[src/design/mslk_regs.svh]
`ifndef MSLK_REGS_SVH
`define MSLK_REGS_SVH

// ----------------------------------------------------------------
// clock and bit timing
// ----------------------------------------------------------------
`define MSLK_CLK_HZ 125000000
`define MSLK_BAUD 9600
`define MSLK_BAUD_MIN 4800
`define MSLK_BAUD_MAX 28800
`define MSLK_BIT_CYC (`MSLK_CLK_HZ / `MSLK_BAUD)

// ----------------------------------------------------------------
// strap capture: edges after reset release before the synchronised
// pins show the levels that stood at the release
// ----------------------------------------------------------------
`define MSLK_STRAP_SETTLE 2'h2

// ----------------------------------------------------------------
// frame shapes, sent least significant bit first
// ----------------------------------------------------------------
`define MSLK_FRAME_BITS 4'hA
`define MSLK_BRK_BITS 4'hA
`define MSLK_BRK_ECHO_BITS 4'hC
`define MSLK_BRK_PAT 12'h000
`define MSLK_BRK_ECHO_PAT 12'h003

// ----------------------------------------------------------------
// command opcodes
// ----------------------------------------------------------------
`define MSLK_OP_READ 8'h4A
`define MSLK_OP_WRITE 8'h49
`define MSLK_OP_INDEXED_READ_CMD 8'h1A
`define MSLK_OP_INDEXED_WRITE_CMD 8'h19
`define MSLK_OP_STACK_POINTER_READ_CMD 8'h0C
`define MSLK_OP_RUN 8'h28

// ----------------------------------------------------------------
// vector addresses (high byte location)
// ----------------------------------------------------------------
`define MSLK_VEC_RST_USER 16'hFFFE
`define MSLK_VEC_SWI_USER 16'hFFFC
`define MSLK_VEC_RST_MON 16'hFEFE
`define MSLK_VEC_SWI_MON 16'hFEFC

`endif

[src/design/mslk_pkg.sv]
package mslk_pkg;

   // ----------------------------------------------------------------
   // command interpreter states
   // ----------------------------------------------------------------
   typedef enum logic [2:0] {
      ST_BOOT_BREAK = 3'b000,
      ST_OPCODE = 3'b001,
      ST_ADDR_HI = 3'b010,
      ST_ADDR_LO = 3'b011,
      ST_DATA = 3'b100,
      ST_RESPOND = 3'b101,
      ST_READ_ISSUE = 3'b110,
      ST_READ_LOAD = 3'b111
   } mslk_state_e;

   typedef logic [7:0] mslk_byte_t;

endpackage : mslk_pkg

[src/design/mslk_tx.sv]
`timescale 1ns/1ns
`include "mslk_regs.svh"

module mslk_tx #(
   parameter int unsigned BIT_CYC = `MSLK_BIT_CYC,
   parameter int unsigned PAT_W = 12
) (
   // clock and reset
   input wire logic clk_i,
   input wire logic nrst_i,
   // pattern request
   input wire logic start_i,
   input wire logic [PAT_W-1:0] pat_i,
   input wire logic [3:0] nbits_i,
   // line side
   output logic line_o,
   output logic busy_o
);

   localparam int unsigned CW = $clog2(BIT_CYC + 1);

   logic [CW-1:0] cnt_ff;
   logic [3:0] left_ff;
   logic [PAT_W-1:0] sh_ff;
   logic line_ff;
   logic busy_ff;

   wire logic tick = busy_ff & (cnt_ff == '0);
   wire logic last = left_ff == 4'h1;

   // ----------------------------------------------------------------
   // bit shifter: each bit stands one full bit time
   // ----------------------------------------------------------------
   always_ff @(posedge clk_i or negedge nrst_i) begin
      if (!nrst_i) begin
         cnt_ff <= '0;
         left_ff <= 4'h0;
         sh_ff <= '0;
         line_ff <= 1'b1;
         busy_ff <= 1'b0;
      end else if (start_i && !busy_ff) begin
         cnt_ff <= CW'(BIT_CYC - 1);
         left_ff <= nbits_i;
         sh_ff <= pat_i;
         line_ff <= pat_i[0];
         busy_ff <= 1'b1;
      end else if (tick) begin
         cnt_ff <= CW'(BIT_CYC - 1);
         left_ff <= left_ff - 4'h1;
         sh_ff <= sh_ff >> 1;
         // released line idles high through the pull-up
         line_ff <= last ? 1'b1 : sh_ff[1];
         busy_ff <= !last;
      end else if (busy_ff) begin
         cnt_ff <= cnt_ff - CW'(1);
      end
   end

   assign line_o = line_ff;
   assign busy_o = busy_ff;

endmodule : mslk_tx

[src/design/mslk_link.sv]
// Design decisions made here: the plain strobed port and the register addresses.
`timescale 1ns/1ns
`include "mslk_regs.svh"

module mslk_link #(
   parameter int unsigned BIT_CYC = `MSLK_BIT_CYC
) (
   // clock and reset
   input wire logic CLK_I,
   input wire logic NRST_I,
   // mode straps and configuration
   input wire logic IRQ_TEST_HIGH_VOLTAGE_I,
   input wire logic RST_TEST_HIGH_VOLTAGE_I,
   input wire logic MODE_STRAP_A_I,
   input wire logic MODE_STRAP_B_I,
   input wire logic DIVIDER_BYPASS_STRAP_I,
   input wire logic WATCHDOG_DISABLE_BIT_I,
   // monitor serial pin, open drain
   input wire logic MONITOR_SERIAL_PIN_I,
   output logic MONITOR_SERIAL_PIN_O,
   output logic MONITOR_SERIAL_PIN_OE_O,
   // mode results
   output logic MONITOR_MODE_O,
   output logic BUS_CLK_DIV4_O,
   output logic WATCHDOG_ENABLE_O,
   output logic WATCHDOG_RUN_O,
   output logic [15:0] RESET_VECTOR_O,
   output logic [15:0] SWI_VECTOR_O,
   output logic RAM_JUMP_O,
   output logic RETURN_FROM_INTERRUPT_O,
   // memory and cpu port
   output logic [15:0] MEM_ADDR_O,
   output logic [7:0] MEM_WDATA_O,
   output logic MEM_WE_O,
   output logic MEM_RE_O,
   input wire logic [7:0] MEM_RDATA_I,
   input wire logic [15:0] STACK_POINTER_I
);

   localparam int unsigned CW = $clog2(BIT_CYC + 1);

   // ----------------------------------------------------------------
   // pin synchronisers
   // ----------------------------------------------------------------
   logic [5:0] pin_meta_ff;
   logic [5:0] pin_sync_ff;
   wire logic [5:0] pins_raw = {IRQ_TEST_HIGH_VOLTAGE_I,
      RST_TEST_HIGH_VOLTAGE_I, MODE_STRAP_A_I, MODE_STRAP_B_I,
      DIVIDER_BYPASS_STRAP_I, MONITOR_SERIAL_PIN_I};

   always_ff @(posedge CLK_I or negedge NRST_I) begin
      if (!NRST_I) begin
         pin_meta_ff <= 6'h01;
         pin_sync_ff <= 6'h01;
      end else begin
         pin_meta_ff <= pins_raw;
         pin_sync_ff <= pin_meta_ff;
      end
   end

   wire logic irq_test_high_voltage = pin_sync_ff[5];
   wire logic rst_test_high_voltage = pin_sync_ff[4];
   wire logic strap_a = pin_sync_ff[3];
   wire logic strap_b = pin_sync_ff[2];
   wire logic bypass_strap = pin_sync_ff[1];
   wire logic rx_line = pin_sync_ff[0];

   // ----------------------------------------------------------------
   // mode capture at reset release
   // ----------------------------------------------------------------
   logic [1:0] settle_ff;
   logic latched_ff;
   logic monitor_ff;
   logic div4_ff;
   logic ram_jump_ff;
   logic ram_mode_ff;

   wire logic strap_ok = irq_test_high_voltage & strap_a & ~strap_b;
   wire logic mon_sel = strap_ok & rx_line;
   wire logic ram_sel = strap_ok & ~rx_line;
   wire logic catch_now = !latched_ff && settle_ff == `MSLK_STRAP_SETTLE;

   always_ff @(posedge CLK_I or negedge NRST_I) begin
      if (!NRST_I) begin
         settle_ff <= 2'h0;
         latched_ff <= 1'b0;
         monitor_ff <= 1'b0;
         div4_ff <= 1'b1;
         ram_jump_ff <= 1'b0;
         ram_mode_ff <= 1'b0;
      end else if (catch_now) begin
         // mode held from here on whatever the pins do; ram_jump_ff pulses for one cycle only
         latched_ff <= 1'b1;
         monitor_ff <= mon_sel;
         div4_ff <= !mon_sel || bypass_strap;
         ram_jump_ff <= ram_sel;
         ram_mode_ff <= ram_sel;
      end else begin
         if (!latched_ff) begin
            settle_ff <= settle_ff + 2'h1;
         end
         ram_jump_ff <= 1'b0;
      end
   end

   // ----------------------------------------------------------------
   // vectors and watchdog
   // ----------------------------------------------------------------
   logic [15:0] rst_vec_ff;
   logic [15:0] swi_vec_ff;
   logic wd_en_ff;

   wire logic mon_like = monitor_ff | ram_mode_ff;

   always_ff @(posedge CLK_I or negedge NRST_I) begin
      if (!NRST_I) begin
         rst_vec_ff <= `MSLK_VEC_RST_USER;
         swi_vec_ff <= `MSLK_VEC_SWI_USER;
         wd_en_ff <= 1'b0;
      end else if (latched_ff) begin
         // downloaded code still returns through the monitor vector
         rst_vec_ff <= mon_like ? `MSLK_VEC_RST_MON
                                : `MSLK_VEC_RST_USER;
         swi_vec_ff <= mon_like ? `MSLK_VEC_SWI_MON
                                : `MSLK_VEC_SWI_USER;
         wd_en_ff <= !(mon_like && (irq_test_high_voltage || rst_test_high_voltage));
      end
   end

   assign WATCHDOG_RUN_O = wd_en_ff & ~WATCHDOG_DISABLE_BIT_I;

   // ----------------------------------------------------------------
   // receiver: samples mid-bit, receiver is shut while we transmit
   // ----------------------------------------------------------------
   logic rx_act_ff;
   logic [CW-1:0] rx_cnt_ff;
   logic [3:0] rx_idx_ff;
   mslk_pkg::mslk_byte_t rx_sh_ff;
   logic rx_done_ff;
   logic rx_brk_ff;
   logic tx_busy;
   mslk_pkg::mslk_state_e state_ff;
   mslk_pkg::mslk_state_e nxt_state;

   wire logic listening = state_ff == mslk_pkg::ST_OPCODE
      || state_ff == mslk_pkg::ST_ADDR_HI
      || state_ff == mslk_pkg::ST_ADDR_LO
      || state_ff == mslk_pkg::ST_DATA;
   wire logic rx_start = !rx_act_ff && !rx_done_ff && !tx_busy
      && listening && !rx_line;
   wire logic rx_tick = rx_act_ff && rx_cnt_ff == '0;
   wire logic rx_stop = rx_idx_ff == 4'h9;
   wire logic rx_zero = rx_sh_ff == 8'h00;

   always_ff @(posedge CLK_I or negedge NRST_I) begin
      if (!NRST_I) begin
         rx_act_ff <= 1'b0;
         rx_cnt_ff <= '0;
         rx_idx_ff <= 4'h0;
         rx_sh_ff <= 8'h00;
         rx_done_ff <= 1'b0;
         rx_brk_ff <= 1'b0;
      end else begin
         rx_done_ff <= 1'b0;
         if (rx_start) begin
            rx_act_ff <= 1'b1;
            rx_cnt_ff <= CW'(BIT_CYC / 2);
            rx_idx_ff <= 4'h0;
         end else if (rx_tick) begin
            rx_cnt_ff <= CW'(BIT_CYC - 1);
            rx_idx_ff <= rx_idx_ff + 4'h1;
            if (rx_idx_ff == 4'h0 && rx_line) begin
               rx_act_ff <= 1'b0; // glitch, not a start bit
            end else if (rx_stop) begin
               rx_act_ff <= 1'b0;
               // low stop with nonzero data is a framing error: dropped
               rx_done_ff <= rx_line | rx_zero;
               rx_brk_ff <= ~rx_line;
            end else if (rx_idx_ff != 4'h0) begin
               rx_sh_ff <= {rx_line, rx_sh_ff[7:1]};
            end
         end else if (rx_act_ff) begin
            rx_cnt_ff <= rx_cnt_ff - CW'(1);
         end
      end
   end

   wire logic rx_byte_ev = rx_done_ff & ~rx_brk_ff;
   wire logic rx_brk_ev = rx_done_ff & rx_brk_ff;

   // ----------------------------------------------------------------
   // transmit selection
   // ----------------------------------------------------------------
   logic [1:0] left_ff;
   logic src_sp_ff;
   logic [15:0] addr_ff;

   wire logic boot_go = state_ff == mslk_pkg::ST_BOOT_BREAK
      && latched_ff && monitor_ff;
   wire logic sp_go = state_ff == mslk_pkg::ST_RESPOND
      && left_ff != 2'h0 && src_sp_ff && !tx_busy;
   wire logic ld_go = state_ff == mslk_pkg::ST_READ_LOAD;
   wire logic tx_start = boot_go | rx_done_ff | sp_go | ld_go;
   wire mslk_pkg::mslk_byte_t resp_byte = ld_go ? MEM_RDATA_I
      : (left_ff == 2'h2 ? STACK_POINTER_I[15:8] : STACK_POINTER_I[7:0]);
   wire mslk_pkg::mslk_byte_t tx_byte = rx_done_ff ? rx_sh_ff : resp_byte;
   wire logic [11:0] frame_pat = {3'b111, tx_byte, 1'b0};
   wire logic [11:0] tx_pat = boot_go ? `MSLK_BRK_PAT
      : rx_brk_ev ? `MSLK_BRK_ECHO_PAT : frame_pat;
   wire logic [3:0] tx_nbits = boot_go ? `MSLK_BRK_BITS
      : rx_brk_ev ? `MSLK_BRK_ECHO_BITS : `MSLK_FRAME_BITS;
   logic tx_line;

   mslk_tx #(
      .BIT_CYC(BIT_CYC),
      .PAT_W(12)
   ) u_tx (
      .clk_i(CLK_I),
      .nrst_i(NRST_I),
      .start_i(tx_start),
      .pat_i(tx_pat),
      .nbits_i(tx_nbits),
      .line_o(tx_line),
      .busy_o(tx_busy)
   );

   // only ever pulls low; high comes from the host pull-up
   assign MONITOR_SERIAL_PIN_O = 1'b0;
   assign MONITOR_SERIAL_PIN_OE_O = ~tx_line;

   // ----------------------------------------------------------------
   // command interpreter
   // ----------------------------------------------------------------
   mslk_pkg::mslk_byte_t cmd_ff;
   mslk_pkg::mslk_byte_t wdata_ff;
   logic we_ff;
   logic re_ff;
   logic rti_ff;

   wire mslk_pkg::mslk_byte_t rxb = rx_sh_ff;
   wire logic is_read = rxb == `MSLK_OP_READ;
   wire logic is_write = rxb == `MSLK_OP_WRITE;
   wire logic is_indexed_read_cmd = rxb == `MSLK_OP_INDEXED_READ_CMD;
   wire logic is_indexed_write_cmd = rxb == `MSLK_OP_INDEXED_WRITE_CMD;
   wire logic is_sp = rxb == `MSLK_OP_STACK_POINTER_READ_CMD;
   wire logic is_run = rxb == `MSLK_OP_RUN;
   wire logic op_ev = rx_byte_ev && state_ff == mslk_pkg::ST_OPCODE;

   always_comb begin
      nxt_state = state_ff;
      case (state_ff)
         mslk_pkg::ST_BOOT_BREAK: begin
            if (boot_go) nxt_state = mslk_pkg::ST_OPCODE;
         end
         mslk_pkg::ST_OPCODE: begin
            if (rx_byte_ev) begin
               if (is_read || is_write) begin
                  nxt_state = mslk_pkg::ST_ADDR_HI;
               end else if (is_indexed_read_cmd || is_sp) begin
                  nxt_state = mslk_pkg::ST_RESPOND;
               end else if (is_indexed_write_cmd) begin
                  nxt_state = mslk_pkg::ST_DATA;
               end
            end
         end
         mslk_pkg::ST_ADDR_HI: begin
            if (rx_byte_ev) nxt_state = mslk_pkg::ST_ADDR_LO;
         end
         mslk_pkg::ST_ADDR_LO: begin
            if (rx_byte_ev) begin
               nxt_state = cmd_ff == `MSLK_OP_READ
                  ? mslk_pkg::ST_RESPOND : mslk_pkg::ST_DATA;
            end
         end
         mslk_pkg::ST_DATA: begin
            if (rx_byte_ev) nxt_state = mslk_pkg::ST_OPCODE;
         end
         mslk_pkg::ST_RESPOND: begin
            if (left_ff == 2'h0) begin
               nxt_state = mslk_pkg::ST_OPCODE;
            end else if (!tx_busy && !src_sp_ff) begin
               nxt_state = mslk_pkg::ST_READ_ISSUE;
            end
         end
         mslk_pkg::ST_READ_ISSUE: nxt_state = mslk_pkg::ST_READ_LOAD;
         mslk_pkg::ST_READ_LOAD: nxt_state = mslk_pkg::ST_RESPOND;
         default: nxt_state = mslk_pkg::ST_OPCODE;
      endcase
      // a break restarts the command wherever it stood
      if (rx_brk_ev) nxt_state = mslk_pkg::ST_OPCODE;
   end

   wire logic resp_mem = op_ev && is_indexed_read_cmd
      || rx_byte_ev && state_ff == mslk_pkg::ST_ADDR_LO
         && cmd_ff == `MSLK_OP_READ;
   wire logic data_ev = rx_byte_ev && state_ff == mslk_pkg::ST_DATA;
   wire logic left_dec = sp_go || ld_go;

   always_ff @(posedge CLK_I or negedge NRST_I) begin
      if (!NRST_I) begin
         state_ff <= mslk_pkg::ST_BOOT_BREAK;
         cmd_ff <= 8'h00;
         addr_ff <= 16'h0000;
         wdata_ff <= 8'h00;
         left_ff <= 2'h0;
         src_sp_ff <= 1'b0;
         we_ff <= 1'b0;
         re_ff <= 1'b0;
         rti_ff <= 1'b0;
      end else begin
         state_ff <= nxt_state;
         we_ff <= data_ev;
         re_ff <= nxt_state == mslk_pkg::ST_READ_ISSUE;
         rti_ff <= op_ev && is_run;
         if (op_ev) cmd_ff <= rxb;
         if (rx_byte_ev && state_ff == mslk_pkg::ST_ADDR_HI) begin
            addr_ff[15:8] <= rxb;
         end else if (rx_byte_ev && state_ff == mslk_pkg::ST_ADDR_LO) begin
            addr_ff[7:0] <= rxb;
         end else if (we_ff || ld_go) begin
            addr_ff <= addr_ff + 16'h0001;
         end
         if (data_ev) wdata_ff <= rxb;
         if (resp_mem) begin
            left_ff <= cmd_ff == `MSLK_OP_READ && !op_ev ? 2'h1 : 2'h2;
            src_sp_ff <= 1'b0;
         end else if (op_ev && is_sp) begin
            left_ff <= 2'h2;
            src_sp_ff <= 1'b1;
         end else if (left_dec) begin
            left_ff <= left_ff - 2'h1;
         end
      end
   end

   // ----------------------------------------------------------------
   // outputs
   // ----------------------------------------------------------------
   assign MONITOR_MODE_O = monitor_ff;
   assign BUS_CLK_DIV4_O = div4_ff;
   assign WATCHDOG_ENABLE_O = wd_en_ff;
   assign RESET_VECTOR_O = rst_vec_ff;
   assign SWI_VECTOR_O = swi_vec_ff;
   assign RAM_JUMP_O = ram_jump_ff;
   assign RETURN_FROM_INTERRUPT_O = rti_ff;
   assign MEM_ADDR_O = addr_ff;
   assign MEM_WDATA_O = wdata_ff;
   assign MEM_WE_O = we_ff;
   assign MEM_RE_O = re_ff;

endmodule : mslk_link

[config.mk]
export PLATFORM = sky130hd
export DESIGN_NAME = mslk_link
export DESIGN_NICKNAME = d
export VERILOG_FILES = /design/src/design/mslk_pkg.sv /design/src/design/mslk_tx.sv /design/src/design/mslk_link.sv
export VERILOG_INCLUDE_DIRS = /design/src /design/src/design
export SDC_FILE = /design/constraint.sdc
export NUM_CORES = 1
export LEC_CHECK = 0
export ABC_AREA = 1
export BUFFER_PORTS_ARGS = -buffer_cell sky130_fd_sc_hd__buf_2
export CORE_MARGIN = 1
export CORE_UTILIZATION = 45
export CTS_CLUSTER_SIZE = 12
export DETAILED_ROUTE_END_ITERATION = 12
export GPL_TIMING_DRIVEN = 0
export PLACE_DENSITY = 0.74
export SLEW_MARGIN = 40
export SYNTH_ARGS = -nofsm -noshare
export SYNTH_HDL_FRONTEND = slang
export SYNTH_HIERARCHICAL = 1
export SYNTH_SLANG_ARGS = --single-unit
[constraint.sdc]
create_clock -name CLK_I -period 2.27 [get_ports CLK_I]
set_clock_uncertainty 0.1 [all_clocks]
set_input_delay 0.681 -clock CLK_I [delete_from_list [all_inputs] [get_ports CLK_I]]
set_output_delay 0.681 -clock CLK_I [all_outputs]
set_load 0.005 [all_outputs]
==> qor.yml <==
logic_synthesis:
  synth.cell_area_um2: 6910
  synth_top_cell_by_area: "dfrtp_1"
  synthFlopType: "dfrtp_1"
  yosysSeqAreaShare_pct: 44.3
  synth_edf_count: 0
  syn_inst: 879
  synth_warnings: 6
  synth.area.top_cells: "dfrtp_1 (42%), nand2_1 (11%), inv_1 (5.4%), nor2_1 (5.4%), o21ai_0 (4.4%)"
  synth_top_area_share_pct: 42.4
  async_reset_ff_share_pct: 100
  avgSynthCellArea_um2: 7.86
  synth_cell_types: 53
  ys_seq_elements: 122
pwr:
  power.density_nw_per_um2: 854
  pwr-share-seq_pct: 41.3
  sw_frac_of_total_pct: 32.3
  max-vdd-ir-drop_v: 0.000539
  p_int_mw: 4.79
  p_switching_mw: 2.29
  combPwrFrac_pct: 23.0
  p_leak_nw: 4.17
  clockPowerShare_pct: 35.7
grt:
  grt-ovfl-total: 0
  grt_max_degree: 72
  grt_pass1_wl_mm: 27.4
  grt_use_total_pct: 21.8
  grt_pass1_vias: 5642
  antenna_found_initial: 1
setup_path:
  r2r-end: "u_tx/left_ff[3]$_DFFE_PN0P_"
  cp_max_fo: 10
  rrSetupSlack_ps: 190
  critical_path.cell_chain: "buf_4, inv_2, nand2_2, nor3_4, a31oi_4, nand3_2, inv_2, nor2_4, inv_4, nand2_8, inv_6, buf_8, nand2_2, nand2_1"
  slowest_stage: "dfrtp_1"
  crit_path_end_kind: "register"
  criticalPathCategory: "reg -> reg"
  cp-start-kind: "register"
  critPathBufInv: 6
  required_ps: 2470
  r2r.worst_path.cells: 14
  critPathArrivalTime_ps: 2280
  max_stage_delay_ps: 360
  r2r_start: "state_ff[1]$_DFF_PN0_"
  cp_top_family: "simple AND/OR/NAND/NOR gates"
detailed_routing:
  drtIter0Drc: 526
  routed_wl_mm: 16.5
  via_count: 6129
  first_pass_iters: 4
  drc: 0
  avgRoutedWirePerCell_um: 13.8
  vias_per_cell: 5.12
  ant_nets: 0
timing:
  slew_violations: 0
  tns_ps: 0
  slew-limit-headroom_pct: 64.3
  layout_setup_ws_ps: 185
  worst_slew_pin_slew_ps: 534
  finalCritPeriodShare_pct: 91.8
  fmax_mhz: 480
  min_period_ps: 2080
  hold_ws_ps: 70.3
  finalHoldViolCount: 0
  setup_viol: 0
cells_and_area:
  syn_to_final_growth_pct: 19.9
  multi_input_area_um2: 3230
  diodes: 0
  n_fill_cell: 1376
  final_area_um2: 8280
  seq_area_um2: 3060
  drive_gt1_share_pct: 20.6
  nets: 1043
run_status:
  status: "finished, final reports clean"
cts:
  cts_tree: "yes"
  cts_sinks: 122
  cts_root_buffer: "clkbuf_16"
  clockBufferDepth: 2
  cts_max_level: 4
  insertion_delay_ps: 420
  cts_buffers: 17
  clk_pin_slew_worst_paths_ps: 60
placed_design:
  routabilityCongestion: 0.873
  port_buffers: 67
  dpl_cell_area_um2: 7620
  dp_hpwl_mm: 11.7
  pre_cts_ws_ps: -369
floorplan:
  die_height_um: 126
  start_util_pct: 46.8
  row_count: 44
  ios: 99
  die_x_um: 126
  die_area_um2: 15800
  core_um2: 14800
job:
  drv_cap: 0
hold_path:
  hold_class: "in -> async"
==> per-stage QoR <==
stage / total power, mW / instances / utilization, %
3_5_place_dp: 4.51 / 1162 / 51.7
3_3_place_gp: 4.45 / 1161 / 51.4
2_1_floorplan: 4.10 / 910 / -
6_report: 7.07 / 1196 / 56.1
5_1_grt: 7.50 / 1196 / 56.1
4_1_cts: 7.06 / 1196 / 55.6
==> synth_stat cells (3+ instances only) <==
library cell	n
a21oi_1	37
a31oi_1	8
buf_4	34
buf_6	5
clkbuf_1	6
dfrtp_1	117
dfstp_2	5
ha_1	11
inv_1	99
inv_2	9
nand2_1	210
nand2_2	3
nand3_1	53
nand3_2	5
nand3b_1	4
nand4_1	15
nor2_1	99
nor2_2	8
nor2_4	7
nor3_1	11
nor3b_1	3
o211ai_1	11
o21ai_0	61
o22ai_1	10
or2_2	4
xor2_1	12
==> power by group through the flow <==
stage	registers (mW)	logic [mW]	clock network [mW]
floorplan	2.87	1.23	0
global placement	2.93	1.51	0
detailed placement	2.94	1.57	0
CTS	2.91	1.58	2.57
global route	2.97	1.87	2.66
finish	2.92	1.63	2.53
==> area by class of cell <==
cell class                      count  area share, %
Buffer                             48           4.52
Clock buffer                       21           5.56
Clock inverter                     11           1.18
Inverter                          111           5.15
Multi-Input combinational cell    628           39.1
Sequential cell                   122           37.0
Tap cell                          184           2.78
Timing Repair Buffer               71           4.78
==> worst register-to-register path: cells and delay by family (launching register included) <==
kind	cells	cell delay [ps]
buf+inv	6	590
simple gates	7	790
compound gates	1	130
flops	1	360
==> placed cells by master (no fill, tap or decap), types with 4 or more instances in the layout <==
master | netlist | layout
clkinv_2 | 0 | 4
dfrtp_1 | 117 | 116
o21ai_0 | 61 | 61
ha_1 | 11 | 11
conb_1 | 2 | 33
nor3_1 | 11 | 10
inv_1 | 99 | 98
o22ai_1 | 10 | 10
o211ai_1 | 11 | 11
nand3_1 | 53 | 51
a21oi_1 | 37 | 37
clkinvlp_4 | 0 | 4
nor2_4 | 7 | 7
nand3_2 | 5 | 5
or2_2 | 4 | 4
buf_2 | 2 | 68
nor2_2 | 8 | 8
nand4_1 | 15 | 15
dfstp_2 | 5 | 5
nand3b_1 | 4 | 4
buf_6 | 5 | 6
buf_4 | 34 | 36
nor2_1 | 99 | 99
a31oi_1 | 8 | 7
clkbuf_16 | 0 | 17
inv_2 | 9 | 9
nand2_1 | 210 | 208
nand2_2 | 3 | 4
xor2_1 | 12 | 12
nand3_4 | 2 | 4
clkbuf_1 | 6 | 6
==> worst max-delay path by stage <==
| stage | startpoint | to | depth (start not counted) |
|---|---|---|---|
| floorplan | state_ff[1]$_DFF_PN0_ | u_tx/sh_ff[7]$_DFFE_PN0P_ | 14 |
| global placement | NRST_I | rx_cnt_ff[2]$_DFFE_PN0P_ | 1 |
| detailed placement | state_ff[1]$_DFF_PN0_ | u_tx/left_ff[2]$_DFFE_PN0P_ | 14 |
| CTS | state_ff[1]$_DFF_PN0_ | u_tx/sh_ff[10]$_DFFE_PN0P_ | 12 |
| global route | state_ff[1]$_DFF_PN0_ | u_tx/cnt_ff[12]$_DFFE_PN0P_ | 13 |
| finish | state_ff[1]$_DFF_PN0_ | u_tx/left_ff[3]$_DFFE_PN0P_ | 14 |
==> cells by family (layout without fill, tap and decap cells) <==
family | count (synthesis) | count (layout) | synth area share, %
simple gates | 432 | 432 | 28.8
compound gates | 138 | 138 | 11.5
buf+inv | 160 | 262 | 11.5
other cells | 2 | 33 | 0.109
fa+ha+maj | 11 | 11 | 1.99
xor+xnor | 14 | 14 | 1.78
flops | 122 | 122 | 44.3
==> flip-flops by register name, indices dropped and copies added (netlist names), 2 cells and up <==
register and count:
MEM_ADDR_O 16, rx_cnt_ff 14, u_tx/cnt_ff 14, u_tx/sh_ff 11, MEM_WDATA_O 8, cmd_ff 8
rx_sh_ff 8, pin_meta_ff 6, pin_sync_ff 6, rx_idx_ff 4, u_tx/left_ff 4, state_ff 3
left_ff 2, settle_ff 2
==> repair_timing <==
action,in CTS,in global routing
endpoints found under the setup margin,30,30
hold buffers,0,0
buffers inserted,2,1
endpoints found under the hold margin,0,0
resized for setup,2,16
pin swaps,2,6
==> layer usage <==
metal	routed length, um	track usage (%)	vias to the layer above
li1	-	-	3022
met1	7440	29.4	2853
met2	7680	34.0	209
met3	935	4.59	43
met4	430	9.36	2
met5	8	0	-
Power figures use the tool's default switching activity.
